`config.mk`:
```
export PLATFORM = sky130hd
export DESIGN_NAME = brc_top
export DESIGN_NICKNAME = d
export VERILOG_FILES = /design/src/core/brc_pkg.sv /design/src/core/brc_top.sv
export SDC_FILE = /design/constraint.sdc
export NUM_CORES = 1
export LEC_CHECK = 0
export BUFFER_PORTS_ARGS = -buffer_cell sky130_fd_sc_hd__buf_4
export CAP_MARGIN = 20
export CORE_ASPECT_RATIO = 1.25
export CORE_MARGIN = 10
export CORE_UTILIZATION = 40
export DETAILED_ROUTE_END_ITERATION = 8
export REMOVE_ABC_BUFFERS = 1
export SLEW_MARGIN = 15
export SYNTH_ARGS = -nofsm -noshare
export SYNTH_HDL_FRONTEND = slang
export SYNTH_SLANG_ARGS = --single-unit
```
`constraint.sdc`:
```
create_clock -name clock -period 10.55 [get_ports clock]
set_input_delay 1.5825 -clock clock [delete_from_list [all_inputs] [get_ports clock]]
set_output_delay 1.5825 -clock clock [all_outputs]
set_load 0.05 [all_outputs]
```
`src/core/brc_pkg.sv`:
```
// constants, types and defaults for the buck regulator serial control block
package brc_pkg;

  // ************************************************************
  // clock and timing
  // ************************************************************
  localparam int CLK_PERIOD_NS   = 100;
  localparam int RETRY_OFF_US    = 1700;
  localparam int RETRY_OFF_CYC   = (RETRY_OFF_US * 1000) / CLK_PERIOD_NS;
  localparam int OVP_FILTER_NS   = 2000;
  localparam int OVP_FILTER_CYC  = (OVP_FILTER_NS + CLK_PERIOD_NS - 1) / CLK_PERIOD_NS;
  localparam int CL_CYCLES_LIMIT = 16;

  // ************************************************************
  // register map and fields
  // ************************************************************
  localparam logic [7:0] REG_SETPOINT_LOW  = 8'h00;
  localparam logic [7:0] REG_SETPOINT_HIGH = 8'h01;
  localparam logic [7:0] REG_CONTROL       = 8'h02;
  localparam logic [7:0] REG_REGULATION    = 8'h05;
  localparam int SW_ENABLE_BIT = 7;
  localparam int FORCE_PWM_BIT = 6;
  localparam int CODE_MSB      = 5;
  localparam int DISCHARGE_BIT = 7;
  localparam int SLEW_MSB      = 6;
  localparam int SLEW_LSB      = 4;
  localparam logic [7:0] STATUS_REGULATING = 8'h80;
  localparam logic [7:0] STATUS_IDLE       = 8'h00;
  localparam logic [7:0] UNMAPPED_READ     = 8'h00;

  // ************************************************************
  // serial link
  // ************************************************************
  localparam logic [7:0] SLAVE_ADDR_DEFAULT = 8'hC0;
  localparam logic [7:0] SLAVE_ADDR_ALT     = 8'hC4;
  localparam logic [4:0] MASTER_CODE_TOP    = 5'h01;
  localparam logic [3:0] BITS_PER_BYTE      = 4'h8;

  // ************************************************************
  // voltage code mapping, in microvolts
  // ************************************************************
  typedef enum logic [2:0] {
    GRP_BASE     = 3'h0,
    GRP_FINE     = 3'h1,
    GRP_RAISED   = 3'h2,
    GRP_STEP_125 = 3'h3,
    GRP_STEP_130 = 3'h4
  } brc_group_t;
  localparam int OFFSET_600_UV  = 600000;
  localparam int OFFSET_603_UV  = 603000;
  localparam int OFFSET_800_UV  = 800000;
  localparam int STEP_10_UV     = 10000;
  localparam int STEP_12826_UV  = 12826;
  localparam int STEP_12500_UV  = 12500;
  localparam int STEP_12967_UV  = 12967;

  // ramp step per clock in 1/2^RAMP_FRAC code units; code units make the step ratio scaling implicit
  localparam int FASTEST_SLEW_MV_PER_US = 64;
  localparam int RAMP_FRAC = 14;
  localparam int RAMP_INC0 = (FASTEST_SLEW_MV_PER_US * CLK_PERIOD_NS * (1 << RAMP_FRAC)) / STEP_10_UV;

  // ************************************************************
  // power-on defaults: index 0 low setpoint, 1 high setpoint, 2 control
  // ************************************************************
  function automatic logic [7:0] brc_default(input brc_group_t grp, input int idx);
    logic [7:0] v;
    v = 8'h00;
    case (grp)
      GRP_BASE:     v = (idx == 0) ? 8'hAD : (idx == 1) ? 8'hFC : 8'h80;
      GRP_FINE:     v = (idx == 0) ? 8'hA7 : (idx == 1) ? 8'hEF : 8'h80;
      GRP_RAISED:   v = (idx == 0) ? 8'hA3 : (idx == 1) ? 8'hA3 : 8'hB0;
      GRP_STEP_125: v = (idx == 0) ? 8'hAC : (idx == 1) ? 8'hAC : 8'hB0;
      default:      v = (idx == 0) ? 8'hB0 : (idx == 1) ? 8'hAF : 8'h80;
    endcase
    return v;
  endfunction

  // ************************************************************
  // carriers and states
  // ************************************************************
  typedef struct packed {
    logic scl;
    logic sda;
    logic hw_enable;
    logic setpoint_select_pin;
    logic input_undervoltage_lockout;
    logic input_overvoltage_guard;
    logic over_temperature;
    logic current_limit;
    logic switch_cycle;
    logic soft_start;
    logic output_reached;
  } brc_pins_t;
  localparam int PINS_W = $bits(brc_pins_t);
  localparam logic [PINS_W-1:0] PINS_RESET = 11'h600;

  typedef enum logic [6:0] {
    ST_IDLE  = 7'h01,
    ST_ADDR  = 7'h02,
    ST_REG   = 7'h04,
    ST_WDATA = 7'h08,
    ST_ACK   = 7'h10,
    ST_RDATA = 7'h20,
    ST_RACK  = 7'h40
  } brc_state_t;

endpackage

```
`src/core/brc_top.sv`:
```
// buck regulator digital control: serial slave, setpoints, ramp, fault sequencing, power good
//
// Behaviour
// - select pin picks low or high setpoint
// - base group: 0.60 V plus code times 10 mV
// - fine group: 0.603 V plus code times 12.826 mV
// - raised group: 0.80 V plus code times 10 mV
// - 12.5 mV group: 0.60 V plus 12.5 mV steps
// - 12.967 mV group: 0.603 V plus 12.967 mV steps
// - reset loads option default setpoint codes
// - slew code halves rate from 64 mV/us
// - downward change stops switching until output reached
// - slew scaled by step ratio to 10 mV
// - undervoltage lockout holds off regulation while enabled
// - filtered input overvoltage stops switching
// - power good low when disabled or soft-starting
// - power good stays high during written transitions
// - limit turns high side off; sixteen cause retry
// - over-temperature disables switching until it clears
// - status reads 80 hex while regulating
// - data pulled low only for ack/read; MSB first
// - answer to address C0, or C4 alternate
// - sample on rising clock, change while low
// - master code enters high speed without a repeated start; stop leaves it
// - output on only with enable and selected bit
`timescale 1ns/100ps
`default_nettype none

module brc_top
  import brc_pkg::*;
#(
  parameter brc_group_t OPTION_GROUP = GRP_BASE,
  parameter logic       ALT_ADDRESS  = 1'b0,
  parameter int         RETRY_CYCLES = RETRY_OFF_CYC
)
(
  input  wire logic        clock,            // 10 MHz system clock
  input  wire logic        rst_n,            // power-on reset, active low
  input  wire brc_pins_t   pins,             // asynchronous pin and analog inputs
  output logic             sda_out,          // data line output level
  output logic             sda_oe,           // data line pulled while high
  output logic             power_ok_pin_out, // power good output level
  output logic             power_ok_pin_oe,  // power good pulled low while high
  output logic             switch_enable,    // modulator may switch
  output logic             high_side_off,    // force high-side switch off
  output logic             discharge_en,     // output discharge load on
  output logic             forced_pwm,       // forced PWM mode of selected setpoint
  output logic [20:0]      target_uv,        // ramped reference in microvolts
  output logic             hs_mode           // high-speed mode entered
);

  // ************************************************************
  // input synchronisers
  // ************************************************************
  logic [PINS_W-1:0] sync1;
  logic [PINS_W-1:0] sync2;
  logic [PINS_W-1:0] sync3;
  logic [PINS_W-1:0] agreed;
  brc_pins_t         pin_s;

  // a change counts only once stages two and three agree
  always_ff @(posedge clock or negedge rst_n)
  begin
    if (!rst_n)
    begin
      sync1  <= PINS_RESET;
      sync2  <= PINS_RESET;
      sync3  <= PINS_RESET;
      agreed <= PINS_RESET;
    end
    else
    begin
      sync1  <= pins;
      sync2  <= sync1;
      sync3  <= sync2;
      agreed <= (sync2 & sync3) | (agreed & (sync2 | sync3));
    end
  end
  assign pin_s = brc_pins_t'(agreed);

  logic scl_q;
  logic sda_q;
  logic tick_q;
  always_ff @(posedge clock or negedge rst_n)
  begin
    if (!rst_n)
    begin
      scl_q  <= 1'b1;
      sda_q  <= 1'b1;
      tick_q <= 1'b0;
    end
    else
    begin
      scl_q  <= pin_s.scl;
      sda_q  <= pin_s.sda;
      tick_q <= pin_s.switch_cycle;
    end
  end

  logic scl_rise;
  logic scl_fall;
  logic bus_start;
  logic bus_stop;
  logic tick_rise;
  assign scl_rise  = pin_s.scl & ~scl_q;
  assign scl_fall  = ~pin_s.scl & scl_q;
  assign bus_start = pin_s.scl & scl_q & sda_q & ~pin_s.sda;
  assign bus_stop  = pin_s.scl & scl_q & ~sda_q & pin_s.sda;
  assign tick_rise = pin_s.switch_cycle & ~tick_q;

  // ************************************************************
  // serial slave
  // ************************************************************
  localparam logic [7:0] OWN_ADDR = ALT_ADDRESS ? SLAVE_ADDR_ALT : SLAVE_ADDR_DEFAULT;

  brc_state_t state;
  brc_state_t after_ack;
  logic [3:0] bitcnt;
  logic [7:0] shreg;
  logic [7:0] txreg;
  logic [7:0] ptr;
  logic       master_nack;
  logic [7:0] rd_data;
  logic       wr_stb;
  logic [7:0] setpoint_reg_low;
  logic [7:0] setpoint_reg_high;
  logic [7:0] control;
  logic [7:0] regulation_status;

  always_comb
  begin
    if (ptr == REG_SETPOINT_LOW)
      rd_data = setpoint_reg_low;
    else if (ptr == REG_SETPOINT_HIGH)
      rd_data = setpoint_reg_high;
    else if (ptr == REG_CONTROL)
      rd_data = control;
    else if (ptr == REG_REGULATION)
      rd_data = regulation_status;
    else
      rd_data = UNMAPPED_READ;
  end

  assign wr_stb  = scl_fall & ~bus_start & ~bus_stop & (state == ST_WDATA) & (bitcnt == BITS_PER_BYTE);
  assign sda_out = 1'b0;

  always_ff @(posedge clock or negedge rst_n)
  begin
    if (!rst_n)
    begin
      state       <= ST_IDLE;
      after_ack   <= ST_IDLE;
      bitcnt      <= 4'h0;
      shreg       <= 8'h00;
      txreg       <= 8'h00;
      ptr         <= 8'h00;
      master_nack <= 1'b1;
      sda_oe      <= 1'b0;
      hs_mode     <= 1'b0;
    end
    else if (bus_start)
    begin
      state  <= ST_ADDR;
      bitcnt <= 4'h0;
      sda_oe <= 1'b0;
    end
    else if (bus_stop)
    begin
      state   <= ST_IDLE;
      sda_oe  <= 1'b0;
      hs_mode <= 1'b0;
    end
    else if (scl_rise)
    begin
      // sampled on the rising edge, MSB first
      if (state == ST_ADDR || state == ST_REG || state == ST_WDATA)
      begin
        shreg  <= {shreg[6:0], pin_s.sda};
        bitcnt <= bitcnt + 4'h1;
      end
      if (state == ST_RACK)
        master_nack <= pin_s.sda;
    end
    else if (scl_fall)
    begin
      case (state)
        ST_ADDR:
          if (bitcnt == BITS_PER_BYTE)
          begin
            if (shreg[7:1] == OWN_ADDR[7:1])
            begin
              sda_oe    <= 1'b1;
              state     <= ST_ACK;
              after_ack <= shreg[0] ? ST_RDATA : ST_REG;
            end
            else if (shreg[7:3] == MASTER_CODE_TOP)
            begin
              // master code is never acknowledged
              hs_mode <= 1'b1;
              state   <= ST_IDLE;
            end
            else
              state <= ST_IDLE;
          end
        ST_REG:
          if (bitcnt == BITS_PER_BYTE)
          begin
            ptr       <= shreg;
            sda_oe    <= 1'b1;
            state     <= ST_ACK;
            after_ack <= ST_WDATA;
          end
        ST_WDATA:
          if (bitcnt == BITS_PER_BYTE)
          begin
            ptr       <= ptr + 8'h01;
            sda_oe    <= 1'b1;
            state     <= ST_ACK;
            after_ack <= ST_WDATA;
          end
        ST_ACK:
        begin
          bitcnt <= 4'h0;
          if (after_ack == ST_RDATA)
          begin
            txreg  <= rd_data;
            ptr    <= ptr + 8'h01;
            sda_oe <= ~rd_data[7];
            bitcnt <= 4'h1;
            state  <= ST_RDATA;
          end
          else
          begin
            sda_oe <= 1'b0;
            state  <= after_ack;
          end
        end
        ST_RDATA:
          if (bitcnt == BITS_PER_BYTE)
          begin
            sda_oe <= 1'b0;
            state  <= ST_RACK;
          end
          else
          begin
            sda_oe <= ~txreg[6];
            txreg  <= {txreg[6:0], 1'b0};
            bitcnt <= bitcnt + 4'h1;
          end
        ST_RACK:
          if (master_nack)
            state <= ST_IDLE;
          else
          begin
            txreg  <= rd_data;
            ptr    <= ptr + 8'h01;
            sda_oe <= ~rd_data[7];
            bitcnt <= 4'h1;
            state  <= ST_RDATA;
          end
        default:
          state <= ST_IDLE;
      endcase
    end
  end

  // ************************************************************
  // register file
  // ************************************************************
  localparam logic [7:0] DEF_LOW  = brc_default(OPTION_GROUP, 0);
  localparam logic [7:0] DEF_HIGH = brc_default(OPTION_GROUP, 1);
  localparam logic [7:0] DEF_CTRL = brc_default(OPTION_GROUP, 2);

  always_ff @(posedge clock or negedge rst_n)
  begin
    if (!rst_n)
    begin
      setpoint_reg_low  <= DEF_LOW;
      setpoint_reg_high <= DEF_HIGH;
      control           <= DEF_CTRL;
    end
    else if (wr_stb)
    begin
      if (ptr == REG_SETPOINT_LOW)
        setpoint_reg_low <= shreg;
      else if (ptr == REG_SETPOINT_HIGH)
        setpoint_reg_high <= shreg;
      else if (ptr == REG_CONTROL)
        control <= shreg;
    end
  end

  // ************************************************************
  // enables and faults
  // ************************************************************
  logic [5:0]  voltage_code_field;
  logic        software_output_enable;
  logic [4:0]  ovp_cnt;
  logic        ovp_filtered;
  logic [4:0]  cl_cnt;
  logic        retry_off;
  logic [14:0] retry_cnt;
  logic        regulator_on;
  logic        down_wait;

  assign voltage_code_field     = pin_s.setpoint_select_pin ? setpoint_reg_high[CODE_MSB:0]
                                                            : setpoint_reg_low[CODE_MSB:0];
  assign software_output_enable = pin_s.setpoint_select_pin ? setpoint_reg_high[SW_ENABLE_BIT]
                                                            : setpoint_reg_low[SW_ENABLE_BIT];
  assign regulator_on = pin_s.hw_enable & software_output_enable
                      & ~pin_s.input_undervoltage_lockout
                      & ~ovp_filtered & ~pin_s.over_temperature
                      & ~retry_off;

  // spikes shorter than the filter never reach the shutdown
  always_ff @(posedge clock or negedge rst_n)
  begin
    if (!rst_n)
    begin
      ovp_cnt      <= 5'h00;
      ovp_filtered <= 1'b0;
    end
    else if (!pin_s.input_overvoltage_guard)
    begin
      ovp_cnt      <= 5'h00;
      ovp_filtered <= 1'b0;
    end
    else if (ovp_cnt == 5'(OVP_FILTER_CYC - 1))
      ovp_filtered <= 1'b1;
    else
      ovp_cnt <= ovp_cnt + 5'h01;
  end

  // limit cycles counted per switching cycle; a clean cycle restarts the count
  always_ff @(posedge clock or negedge rst_n)
  begin
    if (!rst_n)
    begin
      cl_cnt    <= 5'h00;
      retry_off <= 1'b0;
      retry_cnt <= 15'h0000;
    end
    else if (retry_off)
    begin
      cl_cnt <= 5'h00;
      if (retry_cnt == 15'h0000)
        retry_off <= 1'b0;
      else
        retry_cnt <= retry_cnt - 15'h0001;
    end
    else if (tick_rise)
    begin
      if (!pin_s.current_limit)
        cl_cnt <= 5'h00;
      else if (cl_cnt == 5'(CL_CYCLES_LIMIT - 1))
      begin
        retry_off <= 1'b1;
        retry_cnt <= 15'(RETRY_CYCLES - 1);
        cl_cnt    <= 5'h00;
      end
      else
        cl_cnt <= cl_cnt + 5'h01;
    end
  end

  // ************************************************************
  // setpoint ramp
  // ************************************************************
  logic [19:0] ref_acc;
  logic [19:0] tgt_acc;
  logic [19:0] ramp_inc;
  logic [20:0] ramp_sum;
  logic [5:0]  ref_code;

  assign tgt_acc  = {voltage_code_field, 14'h0000};
  assign ref_code = ref_acc[19:RAMP_FRAC];
  assign ramp_inc = 20'(RAMP_INC0) >> control[SLEW_MSB:SLEW_LSB];
  assign ramp_sum = {1'b0, ref_acc} + {1'b0, ramp_inc};

  // an output-reached level left high from earlier ends the wait at once
  always_ff @(posedge clock or negedge rst_n)
  begin
    if (!rst_n)
    begin
      ref_acc   <= {DEF_LOW[CODE_MSB:0], 14'h0000};
      down_wait <= 1'b0;
    end
    else if (!regulator_on)
    begin
      ref_acc   <= tgt_acc;
      down_wait <= 1'b0;
    end
    else if (voltage_code_field < ref_code)
    begin
      down_wait <= ~pin_s.output_reached;
      if (pin_s.output_reached)
        ref_acc <= tgt_acc;
    end
    else
    begin
      down_wait <= 1'b0;
      if (ramp_sum >= {1'b0, tgt_acc})
        ref_acc <= tgt_acc;
      else
        ref_acc <= ramp_sum[19:0];
    end
  end

  function automatic logic [20:0] code_to_uv(input logic [5:0] code);
    logic [20:0] c;
    c = {15'h0000, code};
    case (OPTION_GROUP)
      GRP_BASE:     code_to_uv = 21'(OFFSET_600_UV) + c * 21'(STEP_10_UV);
      GRP_FINE:     code_to_uv = 21'(OFFSET_603_UV) + c * 21'(STEP_12826_UV);
      GRP_RAISED:   code_to_uv = 21'(OFFSET_800_UV) + c * 21'(STEP_10_UV);
      GRP_STEP_125: code_to_uv = 21'(OFFSET_600_UV) + c * 21'(STEP_12500_UV);
      default:      code_to_uv = 21'(OFFSET_603_UV) + c * 21'(STEP_12967_UV);
    endcase
  endfunction

  // ************************************************************
  // outputs and status
  // ************************************************************
  logic regulating;
  assign regulating = regulator_on & ~pin_s.soft_start & ~down_wait;

  always_ff @(posedge clock or negedge rst_n)
  begin
    if (!rst_n)
    begin
      switch_enable     <= 1'b0;
      high_side_off     <= 1'b1;
      power_ok_pin_oe   <= 1'b1;
      discharge_en      <= 1'b0;
      forced_pwm        <= 1'b0;
      target_uv         <= 21'h000000;
      regulation_status <= STATUS_IDLE;
    end
    else
    begin
      switch_enable     <= regulator_on & ~down_wait;
      high_side_off     <= pin_s.current_limit | ~regulator_on;
      // ramps do not touch power good
      power_ok_pin_oe   <= ~(regulator_on & ~pin_s.soft_start);
      discharge_en      <= control[DISCHARGE_BIT] & ~(pin_s.hw_enable & software_output_enable);
      forced_pwm        <= pin_s.setpoint_select_pin ? setpoint_reg_high[FORCE_PWM_BIT]
                                                     : setpoint_reg_low[FORCE_PWM_BIT];
      target_uv         <= code_to_uv(ref_code);
      regulation_status <= regulating ? STATUS_REGULATING : STATUS_IDLE;
    end
  end
  assign power_ok_pin_out = 1'b0;

  // ************************************************************
  // assertions
  // ************************************************************
  property p_sel_code;
    @(posedge clock) disable iff (!rst_n)
    pin_s.setpoint_select_pin |-> voltage_code_field == setpoint_reg_high[CODE_MSB:0];
  endproperty
  a_sel_code: assert property (p_sel_code) else $error("high setpoint not selected");

  property p_target_map;
    @(posedge clock) disable iff (!rst_n)
    rst_n |=> target_uv == code_to_uv($past(ref_code));
  endproperty
  a_target_map: assert property (p_target_map) else $error("target voltage mismatch");

  property p_ramp_up;
    @(posedge clock) disable iff (!rst_n)
    (regulator_on && voltage_code_field > ref_code && $stable(voltage_code_field))
      |=> ref_acc > $past(ref_acc);
  endproperty
  a_ramp_up: assert property (p_ramp_up) else $error("ramp did not advance");

  property p_down_stop;
    @(posedge clock) disable iff (!rst_n)
    down_wait |=> !switch_enable;
  endproperty
  a_down_stop: assert property (p_down_stop) else $error("switching during downward wait");

  property p_input_undervoltage_lockout;
    @(posedge clock) disable iff (!rst_n)
    (pin_s.hw_enable && pin_s.input_undervoltage_lockout) |=> !switch_enable;
  endproperty
  a_input_undervoltage_lockout: assert property (p_input_undervoltage_lockout) else $error("switching under lockout");

  property p_ovp_filter;
    @(posedge clock) disable iff (!rst_n)
    $rose(ovp_filtered) |-> $past(pin_s.input_overvoltage_guard, 19);
  endproperty
  a_ovp_filter: assert property (p_ovp_filter) else $error("overvoltage not filtered");

  property p_power_ok_pin_off;
    @(posedge clock) disable iff (!rst_n)
    (!pin_s.hw_enable || pin_s.soft_start) |=> power_ok_pin_oe;
  endproperty
  a_power_ok_pin_off: assert property (p_power_ok_pin_off) else $error("power good high while off");

  // switch_enable is registered, so it follows retry_off one clock later
  property p_retry_hold;
    @(posedge clock) disable iff (!rst_n)
    $rose(retry_off) |=> (retry_off && !switch_enable) [*8];
  endproperty
  a_retry_hold: assert property (p_retry_hold) else $error("retry off period cut short");

  property p_otp;
    @(posedge clock) disable iff (!rst_n)
    pin_s.over_temperature |=> !switch_enable;
  endproperty
  a_otp: assert property (p_otp) else $error("switching while hot");

  property p_status;
    @(posedge clock) disable iff (!rst_n)
    regulating |=> regulation_status == 8'h80;
  endproperty
  a_status: assert property (p_status) else $error("status not 80 while regulating");

  property p_sda_drive;
    @(posedge clock) disable iff (!rst_n)
    sda_oe |-> (state == ST_ACK || state == ST_RDATA);
  endproperty
  a_sda_drive: assert property (p_sda_drive) else $error("data line pulled outside ack or read");

  property p_addr_miss;
    @(posedge clock) disable iff (!rst_n)
    (scl_fall && !bus_start && !bus_stop && state == ST_ADDR && bitcnt == BITS_PER_BYTE
      && shreg[7:1] != OWN_ADDR[7:1]) |=> !sda_oe;
  endproperty
  a_addr_miss: assert property (p_addr_miss) else $error("foreign address acknowledged");

  c_write: cover property (@(posedge clock) disable iff (!rst_n) wr_stb);
  c_read:  cover property (@(posedge clock) disable iff (!rst_n) state == ST_RACK);
  c_retry: cover property (@(posedge clock) disable iff (!rst_n) $rose(retry_off));
  c_down:  cover property (@(posedge clock) disable iff (!rst_n) $fell(down_wait));

endmodule // brc_top

`default_nettype wire

```
==> impl_metrics.toml, run 1 <==
[synth]
synth_compound_area_frac = 0.1410
syn_inst = 951
synth_edf_count = 0
ys_seq_elements = 183
async_flop_share = 1.000
synthAdderAreaFrac = 0.1102
yosys_warnings = 0
synth_top_family_by_area = "simple AND/OR/NAND/NOR gates"
synth.avg_cell_area_um2 = 10.34
synthFlopType = "dfrtp_1"
synthXorXnorAreaFrac = 0.03920
synthMuxAreaShare = 0.05383
synth_cell_types = 76
yosysSeqAreaShare = 0.4697
netlist_area_um2 = 9832
synthSimpleGateAreaFrac = 0.1479

[timing]
slew_headroom = 0.4416
setup_viol = 0
drv_slew = 0
worstMarginPinSlew_ns = 0.8346
max_freq_mhz = 167.0
skew_ns = 0.01261
rsz0062_at_grt = "no"
hold_viol = 0
fin_crit_sh = 0.5676
min_period_ns = 5.989
setup_tns_ns = 0

[placement]
port_buffers = 36
gp_congestion = 0.8658
hpwl_um = 15110

[setup_path]
worstReg2RegStart = "control[4]"
cp_data_required_time_ns = 10.87
worst-path-stages = 22
worstPathArrival_ns = 6.31
crit_fanout = 14
ff2ff_path_depth = 22
path_buf_inv = 1
cp_slowest_cell = "or4_1"
reg2reg_to = "ref_acc[18]"
max_stage_delay_ns = 0.54
worstSetupStartpointType = "flip-flop"
crit_path_start = "control[4]"
cp-end-kind = "flip-flop"
criticalPathCategory = "flip-flop to flip-flop"
ff2ff_setup_slack_ns = 4.56
critPathCapture = "ref_acc[18]"
crit_chain = "nor2b_1 > inv_1 > nor2_1 > a21oi_1 > ha_1 > or2_1 > a41o_1 > o2111a_1 > nor4_1 > o41a_1 > or2_1 > nor2_1 > xnor2_1 > ha_1 > nand3_1 > or4_1 > nor3_1 > o2111ai_1 > a2111oi_4 > nor2_2 > a21o_1 > a221o_1"
crit_family = "compound AO/OA/AOI/OAI gates"

[cts]
cts-root-buf = "clkbuf_16"
postCtsResizedCells = 0
holdBufCountCts = 0
clk_pin_slew_ns = 0.07
cts_buffer_depth = 2
clk_latency_ns = 0.43
htree_levels = 4
post-cts-setup-buffers = 0
cts_tree = "done"
cts_buffers = 17
cts_sinks = 183

[power_and_ir_drop]
p_sw_mw = 0.5195
switching_share = 0.3008
pwr-share-clk = 0.377
internal_power_mw = 1.208
p_leak_nw = 5.108
pwr-share-seq = 0.487
power.density_nw_per_um2 = 156.8
combPwrFrac = 0.136
ir_drop_v = 0.0001060

[global_route]
grt_pass1_vias = 7187
grt_remaining_overflow = 0
grt_use_total = 0.1377
grt_pass1_wl_um = 35870
grt_antenna_before_repair = 0
grt_max_degree = 90

[routing]
vias = 6946
drt-vias-per-instance = 5.250
first_pass_iters = 5
finalWirelength_um = 20760
wl_per_cell_um = 15.69
ant_nets = 0
first_iter_violations = 290
drcViolationCount = 0

[die]
ios = 43
num_rows = 64
initial_core_util = 0.4039
coreArea_um2 = 24340
die_h_um = 195.3
die_area_um2 = 31290
die_x_um = 160.2

[final_layout]
n_antenna_cell = 0
areaGrowthSynthToFinish_pct = 12.01
fin_util = 0.4524
fin_nets = 1066
drive_gt1_frac = 0.1581

[flow_run]
drv_cap = 0

[status]
status = "finished, final reports clean"

[worst_hold_path]
hold_start = "sync1[7]"
hold_class = "flip-flop to flip-flop"
hold_depth = 0
layer usage:
| metal | track usage | wire length [µm] | part of all wire |
|---|---|---|---|
| met5 | 0 | 0 | 0 |
| met4 | 0.05347 | 469 | 0.023 |
| met3 | 0.02820 | 658 | 0.032 |
| met2 | 0.2355 | 10300 | 0.50 |
| met1 | 0.1665 | 9331 | 0.45 |
flip-flops by register name, summed over array words and instances (netlist names), 11 cells and up:
name       cells
sync1         11
sync3         11
ref_acc       20
agreed        11
sync2         11
retry_cnt     15
target_uv     17
final cells by class:
type / count / area, µm²
repair buffers: 40 / 306.5
multi-input cells: 683 / 4866
inverters: 55 / 206.4
clock inverters: 12 / 113.9
fillers: 2337 / 13330
clock buffers: 20 / 489.2
flip-flops and latches: 183 / 4618
well taps: 330 / 412.9
worst min-delay path by stage:
| stage | slack [ns] | endpoint |
|---|---|---|
| after floorplan | 0.33 | sync2[0] |
| after global placement | 0.33 | sync2[6] |
| after detailed placement | 0.34 | sync2[2] |
| after CTS | 0.35 | sync2[7] |
| after global routing | 0.36 | sync2[10] |
| final | 0.35 | sync2[7] |
power groups by stage:
stage | logic [mW] | registers, mW | clock network (mW)
2_1_floorplan | 0.171 | 0.834 | 0
3_3_place_gp | 0.233 | 0.854 | 0
3_5_place_dp | 0.236 | 0.855 | 0
4_1_cts | 0.238 | 0.843 | 0.666
5_1_grt | 0.273 | 0.854 | 0.698
6_report | 0.235 | 0.842 | 0.650
Yosys cell counts, types with 5 or more instances:
| cell | count | area (µm²) |
|---|---|---|
| a211oi_1 | 8 | 60.06 |
| dfstp_2 | 31 | 814.5 |
| mux2_2 | 39 | 439.2 |
| a21o_1 | 16 | 120.1 |
| dfrtp_1 | 152 | 3804 |
| nand3_1 | 38 | 190.2 |
| a21oi_1 | 67 | 335.3 |
| o21a_1 | 5 | 37.54 |
| and3_1 | 10 | 62.56 |
| fa_1 | 8 | 160.2 |
| a22o_1 | 7 | 61.31 |
| nor2_1 | 84 | 315.3 |
| ha_1 | 65 | 813.3 |
| or2_2 | 5 | 31.28 |
| nor3_1 | 18 | 90.09 |
| or4_1 | 6 | 45.04 |
| inv_1 | 55 | 206.5 |
| nand3b_1 | 5 | 37.54 |
| xnor2_1 | 25 | 219.0 |
| maj3_1 | 11 | 110.1 |
| buf_4 | 6 | 45.04 |
| nand2b_1 | 8 | 50.05 |
| nand2_1 | 68 | 255.2 |
| or3_1 | 6 | 37.54 |
| o31ai_1 | 6 | 45.04 |
| clkbuf_1 | 25 | 93.84 |
| mux2i_1 | 9 | 90.09 |
| xor2_1 | 19 | 166.4 |
| nor2b_1 | 10 | 62.56 |
| a22oi_1 | 9 | 67.56 |
| and2_1 | 5 | 31.28 |
| o21ai_0 | 40 | 200.2 |
| nor4_1 | 7 | 43.79 |
layout by cell type, fill, tap and decap left out, types with 10 or more instances in the layout:
cell type	instances
buf_4	39
xor2_1	19
nand2_1	68
dfrtp_1	152
xnor2_1	25
inv_1	55
nor2_1	84
nand3_1	38
nor2b_1	10
a21o_1	16
mux2_2	39
maj3_1	11
nor3_1	17
a21oi_1	67
ha_1	65
and3_1	10
o21ai_0	40
dfstp_2	31
clkbuf_16	19
through the flow:
stage	instance area, µm²	power, mW	instances	hold WS (ns)	worst slack, ns
finish	11010	1.727	1323	0.3500	4.561
global route	11010	1.825	1323	0.3625	4.058
CTS	11010	1.747	1323	0.3522	4.562
detailed placement	10410	1.092	1291	0.3355	4.603
global placement	10410	1.087	1291	0.3319	4.769
floorplan	9686	1.006	921	0.3312	5.324
cells by family (layout without fill, tap and decap cells):
family,count (synthesis),after routing
simple gates,292,292
compound gates,209,209
flops,183,183
buf+inv,90,127
fa+ha+maj,84,84
mux,48,48
xor+xnor,44,44
other cells,1,6
Note: power is estimated with default switching activity, not from simulation.
==> run 2: changes to the inputs <==
clock period = 5 ns   (was 10.55 ns; I/O delays follow)
==> run 2 against run 1 <==
The run now ends with negative setup slack left. Clock skew rose by 0.0012 ns. Power rose by 110%. Non-clock buffer count up 35. Clock power increased by 110%. First-iteration DRC count rose by 9.3%. Register-to-register slack lost 4.6 ns. Sequential cell count unchanged. Maximum frequency up 19%. Critical path depth unchanged.
==> impl_metrics.toml, run 2 (same netlist as run 1, synthesis figures left out) <==
[final_layout]
final_common_cell = "dfrtp_1"
seq_area_um2 = 4619
drive_gt1_frac = 0.2140
multi_input_area_um2 = 5032
num-fill-cells = 2308
layout_common_cells = "dfrtp_1, nor2_1, buf_4"
areaGrowthSynthToFinish_pct = 16.45
top_register = "ref_acc"
fin_util = 0.4703
top_regs = "ref_acc x20, target_uv x17, retry_cnt x15"
n_antenna_cell = 0
largest_reg_flops = 20
fin_nets = 1101

[timing]
fin_hold_ws_ns = 0.3509
hold_viol = 0
fin_crit_sh = 1.006
drv_slew = 0
rsz0062_at_grt = "yes"
setup_ws_ns = -0.03164
setup_viol = 2
skew_ns = 0.01380
min_period_ns = 5.032
slew_headroom = 0.4186
worstMarginPinSlew_ns = 0.8689
max_freq_mhz = 198.7

[power_and_ir_drop]
p_sw_mw = 1.130
p_leak_nw = 5.324
switching_share = 0.3101
ir_drop_v = 0.0002294
power.density_nw_per_um2 = 318.3
pwr-share-seq = 0.488
internal_power_mw = 2.514
pwr-share-clk = 0.375
combPwrFrac = 0.137

[status]
violations = "negative setup slack"
status = "finished with violations"

[cts]
clk_pin_slew_ns = 0.08
clk_latency_ns = 0.45
cts_tree = "done"
cts_buffers = 17
holdBufCountCts = 0
cts_sinks = 183
cts-root-buf = "clkbuf_16"
htree_levels = 4
cts_buffer_depth = 2

[routing]
first_pass_iters = 4
wl_per_cell_um = 15.91
drcViolationCount = 0
drt-vias-per-instance = 5.237
finalWirelength_um = 21610
vias = 7112
ant_nets = 0
first_iter_violations = 317

[global_route]
grt_pass1_vias = 7131
grt_antenna_before_repair = 0
grt_pass1_wl_um = 36060
grt_max_degree = 107
grt_use_total = 0.1399
grt_remaining_overflow = 0

[setup_path]
worstReg2RegStart = "control[4]"
worstPathArrival_ns = 5.35
worstSetupStartpointType = "flip-flop"
criticalPathCategory = "flip-flop to flip-flop"
crit_fanout = 8
critPathCapture = "ref_acc[18]"
ff2ff_path_depth = 22
cp_data_required_time_ns = 5.32
reg2reg_to = "ref_acc[18]"
crit_path_start = "control[4]"
cp-end-kind = "flip-flop"
ff2ff_setup_slack_ns = -0.03

[placement]
gp_congestion = 0.8875
pre_cts_slack_ns = -0.1606
hpwl_um = 15490
port_buffers = 36

[die]
ios = 43
die_x_um = 160.2
die_area_um2 = 31290
die_h_um = 195.3
coreArea_um2 = 24340
initial_core_util = 0.4039
num_rows = 64

[worst_hold_path]
hold_class = "flip-flop to flip-flop"

[flow_run]
drv_cap = 0
run 2: cell count changes in the layout (fill, tap and decap cells not counted), sizes merged:
cell | before | now
buf | 39 | 74
clkinvlp | 1 | 0
clkinv | 1 | 4
clkbuf | 21 | 19
run 2: metrics by stage:
stage          setup TNS (ns)  total power, mW  cells  cell area, µm²
3_5_place_dp          -0.8647            2.309   1318           10610
2_1_floorplan         -0.6458            2.122    921            9686
5_1_grt                -2.224            3.847   1358           11450
3_3_place_gp         -0.06392            2.293   1318           10610
6_report             -0.04510            3.645   1358           11450
4_1_cts                     0            3.689   1351           11250
run 2: layer usage:
metal / routed length, µm / global-route usage
met2: 10910 / 0.2394
met5: 0 / 0
met1: 9811 / 0.1720
met3: 538 / 0.02694
met4: 353 / 0.04939
run 2: area by class of cell:
type,instances,share of cell area
clock buffers,18,0.03934
clock inverters,14,0.01311
inverters,55,0.01803
multi-input cells,683,0.4395
flip-flops and latches,183,0.4035
well taps,330,0.03606
repair buffers,75,0.05049
run 2: critical path, stage by stage (launching register included):
cell and delay, ns:
dfrtp_1 0.42, nor2b_4 0.14, inv_2 0.09, nor2_4 0.05, a21oi_2 0.13, ha_4 0.22, or2_4 0.23, a41o_1 0.25
o2111a_1 0.28, nor4_2 0.32, o41a_1 0.22, or2_1 0.14, nor2_1 0.05, xnor2_1 0.14, ha_1 0.32, nand3_2 0.09
or4_4 0.49, nor3_4 0.18, o2111ai_2 0.16, a2111oi_4 0.39, nor2_4 0.13, a21o_1 0.18, a221o_1 0.28
run 2: what timing repair did:
item / CTS / global route
setup endpoints to repair: 11 / 17
gates cloned: 0 / 1
resized for setup: 5 / 36
pin swaps: 1 / 17
setup buffers: 1 / 6
run 2: power by group through the flow:
stage	registers, mW	clock network, mW	logic, mW
floorplan	1.76	0	0.361
global placement	1.80	0	0.489
detailed placement	1.81	0	0.502
CTS	1.78	1.40	0.505
global route	1.81	1.47	0.573
finish	1.78	1.37	0.498
run 2: worst min-delay path by stage:
stage,from,to,slack (ns),cells after the start
after CTS,sync1[4],sync2[4],0.35,0
after global placement,sync1[4],sync2[4],0.33,0
after global routing,sync1[2],sync2[2],0.36,0
after floorplan,sync1[0],sync2[0],0.33,0
final,sync1[4],sync2[4],0.35,0
after detailed placement,sync1[4],sync2[4],0.33,0
==> run 3: changes to the inputs <==
clock period = 6.11 ns   (was 5 ns; I/O delays follow)
==> run 3 against run 2 <==
The run now ends clean. Register-to-register slack improved by 0.41 ns. Sequential share of layout area increased by 1.5 points. Cell count is 2.3% lower. Die area is the same. Clock power fell by 22%.
==> impl_metrics.toml, run 3 (same netlist as run 1, synthesis figures left out) <==
[setup_path]
ff2ff_path_depth = 22
crit_fanout = 14
max_stage_delay_ns = 0.54
crit_chain = "nor2b_1 > inv_1 > nor2_1 > a21oi_1 > ha_1 > or2_1 > a41o_1 > o2111a_1 > nor4_2 > o41a_1 > or2_1 > nor2_1 > xnor2_1 > ha_1 > nand3_1 > or4_1 > nor3_1 > o2111ai_1 > a2111oi_4 > nor2_4 > a21o_1 > a221o_1"
criticalPathCategory = "flip-flop to flip-flop"
cp_data_required_time_ns = 6.43
cp_slowest_cell = "or4_1"
ff2ff_setup_slack_ns = 0.38
reg2reg_to = "ref_acc[18]"
worstSetupStartpointType = "flip-flop"
worstReg2RegStart = "control[6]"
worstPathArrival_ns = 6.05
cp-end-kind = "flip-flop"

[timing]
min_period_ns = 5.728
rsz0062_at_grt = "no"
worstMarginPinSlew_ns = 0.8820
drv_slew = 0
skew_ns = 0.01171
max_freq_mhz = 174.6
setup_tns_ns = 0
setup_viol = 0
fin_crit_sh = 0.9375
setup_ws_ns = 0.3820
hold_viol = 0
fin_hold_ws_ns = 0.3522
slew_headroom = 0.4099

[global_route]
grt_pass1_wl_um = 34710
grt_use_total = 0.1339
grt_pass1_vias = 6915
grt_max_degree = 87
grt_remaining_overflow = 0
grt_antenna_before_repair = 0

[final_layout]
n_antenna_cell = 0
finish.cell_count_without_fillers = 1327
largest_reg_flops = 20
areaGrowthSynthToFinish_pct = 12.22
seq_area_um2 = 4619
top_regs = "ref_acc x20, target_uv x17, retry_cnt x15"
multi_input_area_um2 = 4877
num-fill-cells = 2286
fin_nets = 1070
drive_gt1_frac = 0.1635
top_register = "ref_acc"
final_common_cell = "dfrtp_1"
layout_common_cells = "dfrtp_1, nor2_1, nand2_1"

[flow_run]
drv_cap = 0

[routing]
first_pass_iters = 5
first_iter_violations = 373
finalWirelength_um = 20620
vias = 6961
wl_per_cell_um = 15.54
drcViolationCount = 0
ant_nets = 0
drt-vias-per-instance = 5.246

[cts]
cts_buffers = 17
cts_buffer_depth = 2
clk_pin_slew_ns = 0.08
cts_sinks = 183
cts_tree = "done"
htree_levels = 4
clk_latency_ns = 0.44
cts-root-buf = "clkbuf_16"

[die]
coreArea_um2 = 24340
die_x_um = 160.2
initial_core_util = 0.4039
num_rows = 64
ios = 43
die_area_um2 = 31290
die_h_um = 195.3

[worst_hold_path]
hold_start = "sync1[2]"
hold-path-endpoint = "sync2[2]"
hold_class = "flip-flop to flip-flop"
hold_depth = 0

[placement]
hpwl_um = 14860
port_buffers = 36
place_inst = 1293
pre_cts_slack_ns = 0.3403
gp_congestion = 0.8714

[power_and_ir_drop]
p_leak_nw = 5.112
ir_drop_v = 0.0001641
power.density_nw_per_um2 = 265.8

[status]
status = "finished, final reports clean"
[run 3: what timing repair did]
action	CTS	global route
resized for setup	0	3
endpoints found under the setup margin	0	11
buffers inserted	0	2
hold buffers	0	0
[run 3: layout make-up]
type,count,share of cell area
multi-input combinational,683,0.4420
sequential,183,0.4187
clock buffer,17,0.03856
tap,330,0.03742
timing repair buffer,44,0.03051
inverter,55,0.01871
clock inverter,15,0.01406
[run 3: metrics by stage]
| stage | area, µm² | power (mW) | util |
|---|---|---|---|
| after floorplan | 9686 | 1.737 | - |
| after global placement | 10430 | 1.877 | 0.4282 |
| after detailed placement | 10430 | 1.885 | 0.4282 |
| after CTS | 11010 | 2.970 | 0.4521 |
| after global routing | 11030 | 3.096 | 0.4532 |
| final | 11030 | 2.932 | 0.4532 |
[run 3: how the worst max path moves through the flow]
stage	from	cells after the start	slack (ns)	to
final	control[6]	22	0.38	ref_acc[18]
after global routing	control[6]	22	0.03	ref_acc[18]
after CTS	control[4]	22	0.28	ref_acc[18]
after detailed placement	control[4]	22	0.34	ref_acc[18]
after global placement	control[4]	22	0.52	ref_acc[18]
after floorplan	control[4]	22	0.88	ref_acc[18]
[run 3: worst max-delay path, delay by kind of cell, from the launching register on]
kind / cells / cell delay [ns]
XOR/XNOR: 1 / 0.11
flip-flops: 1 / 0.51
adder cells (fa/ha/maj): 2 / 0.64
AO/OA/AOI/OAI: 8 / 2.30
AND/OR/NAND/NOR: 10 / 1.96
buffers and inverters: 1 / 0.09
[run 3: where the power goes]
group | total [mW] | switching, mW | internal, mW | leakage, nW
logic | 0.405 | 0.245 | 0.160 | 2.55
registers | 1.45 | 0.129 | 1.32 | 2.28
clock network | 1.07 | 0.528 | 0.546 | 0.284
[run 3: routing by layer]
metal  wire [µm]  track usage  vias up
li1            -            -     3428
met2       10420       0.2348      108
met3         619      0.02652       22
met4         329      0.04632        0
met1        9247       0.1599     3403
met5           0            0        -
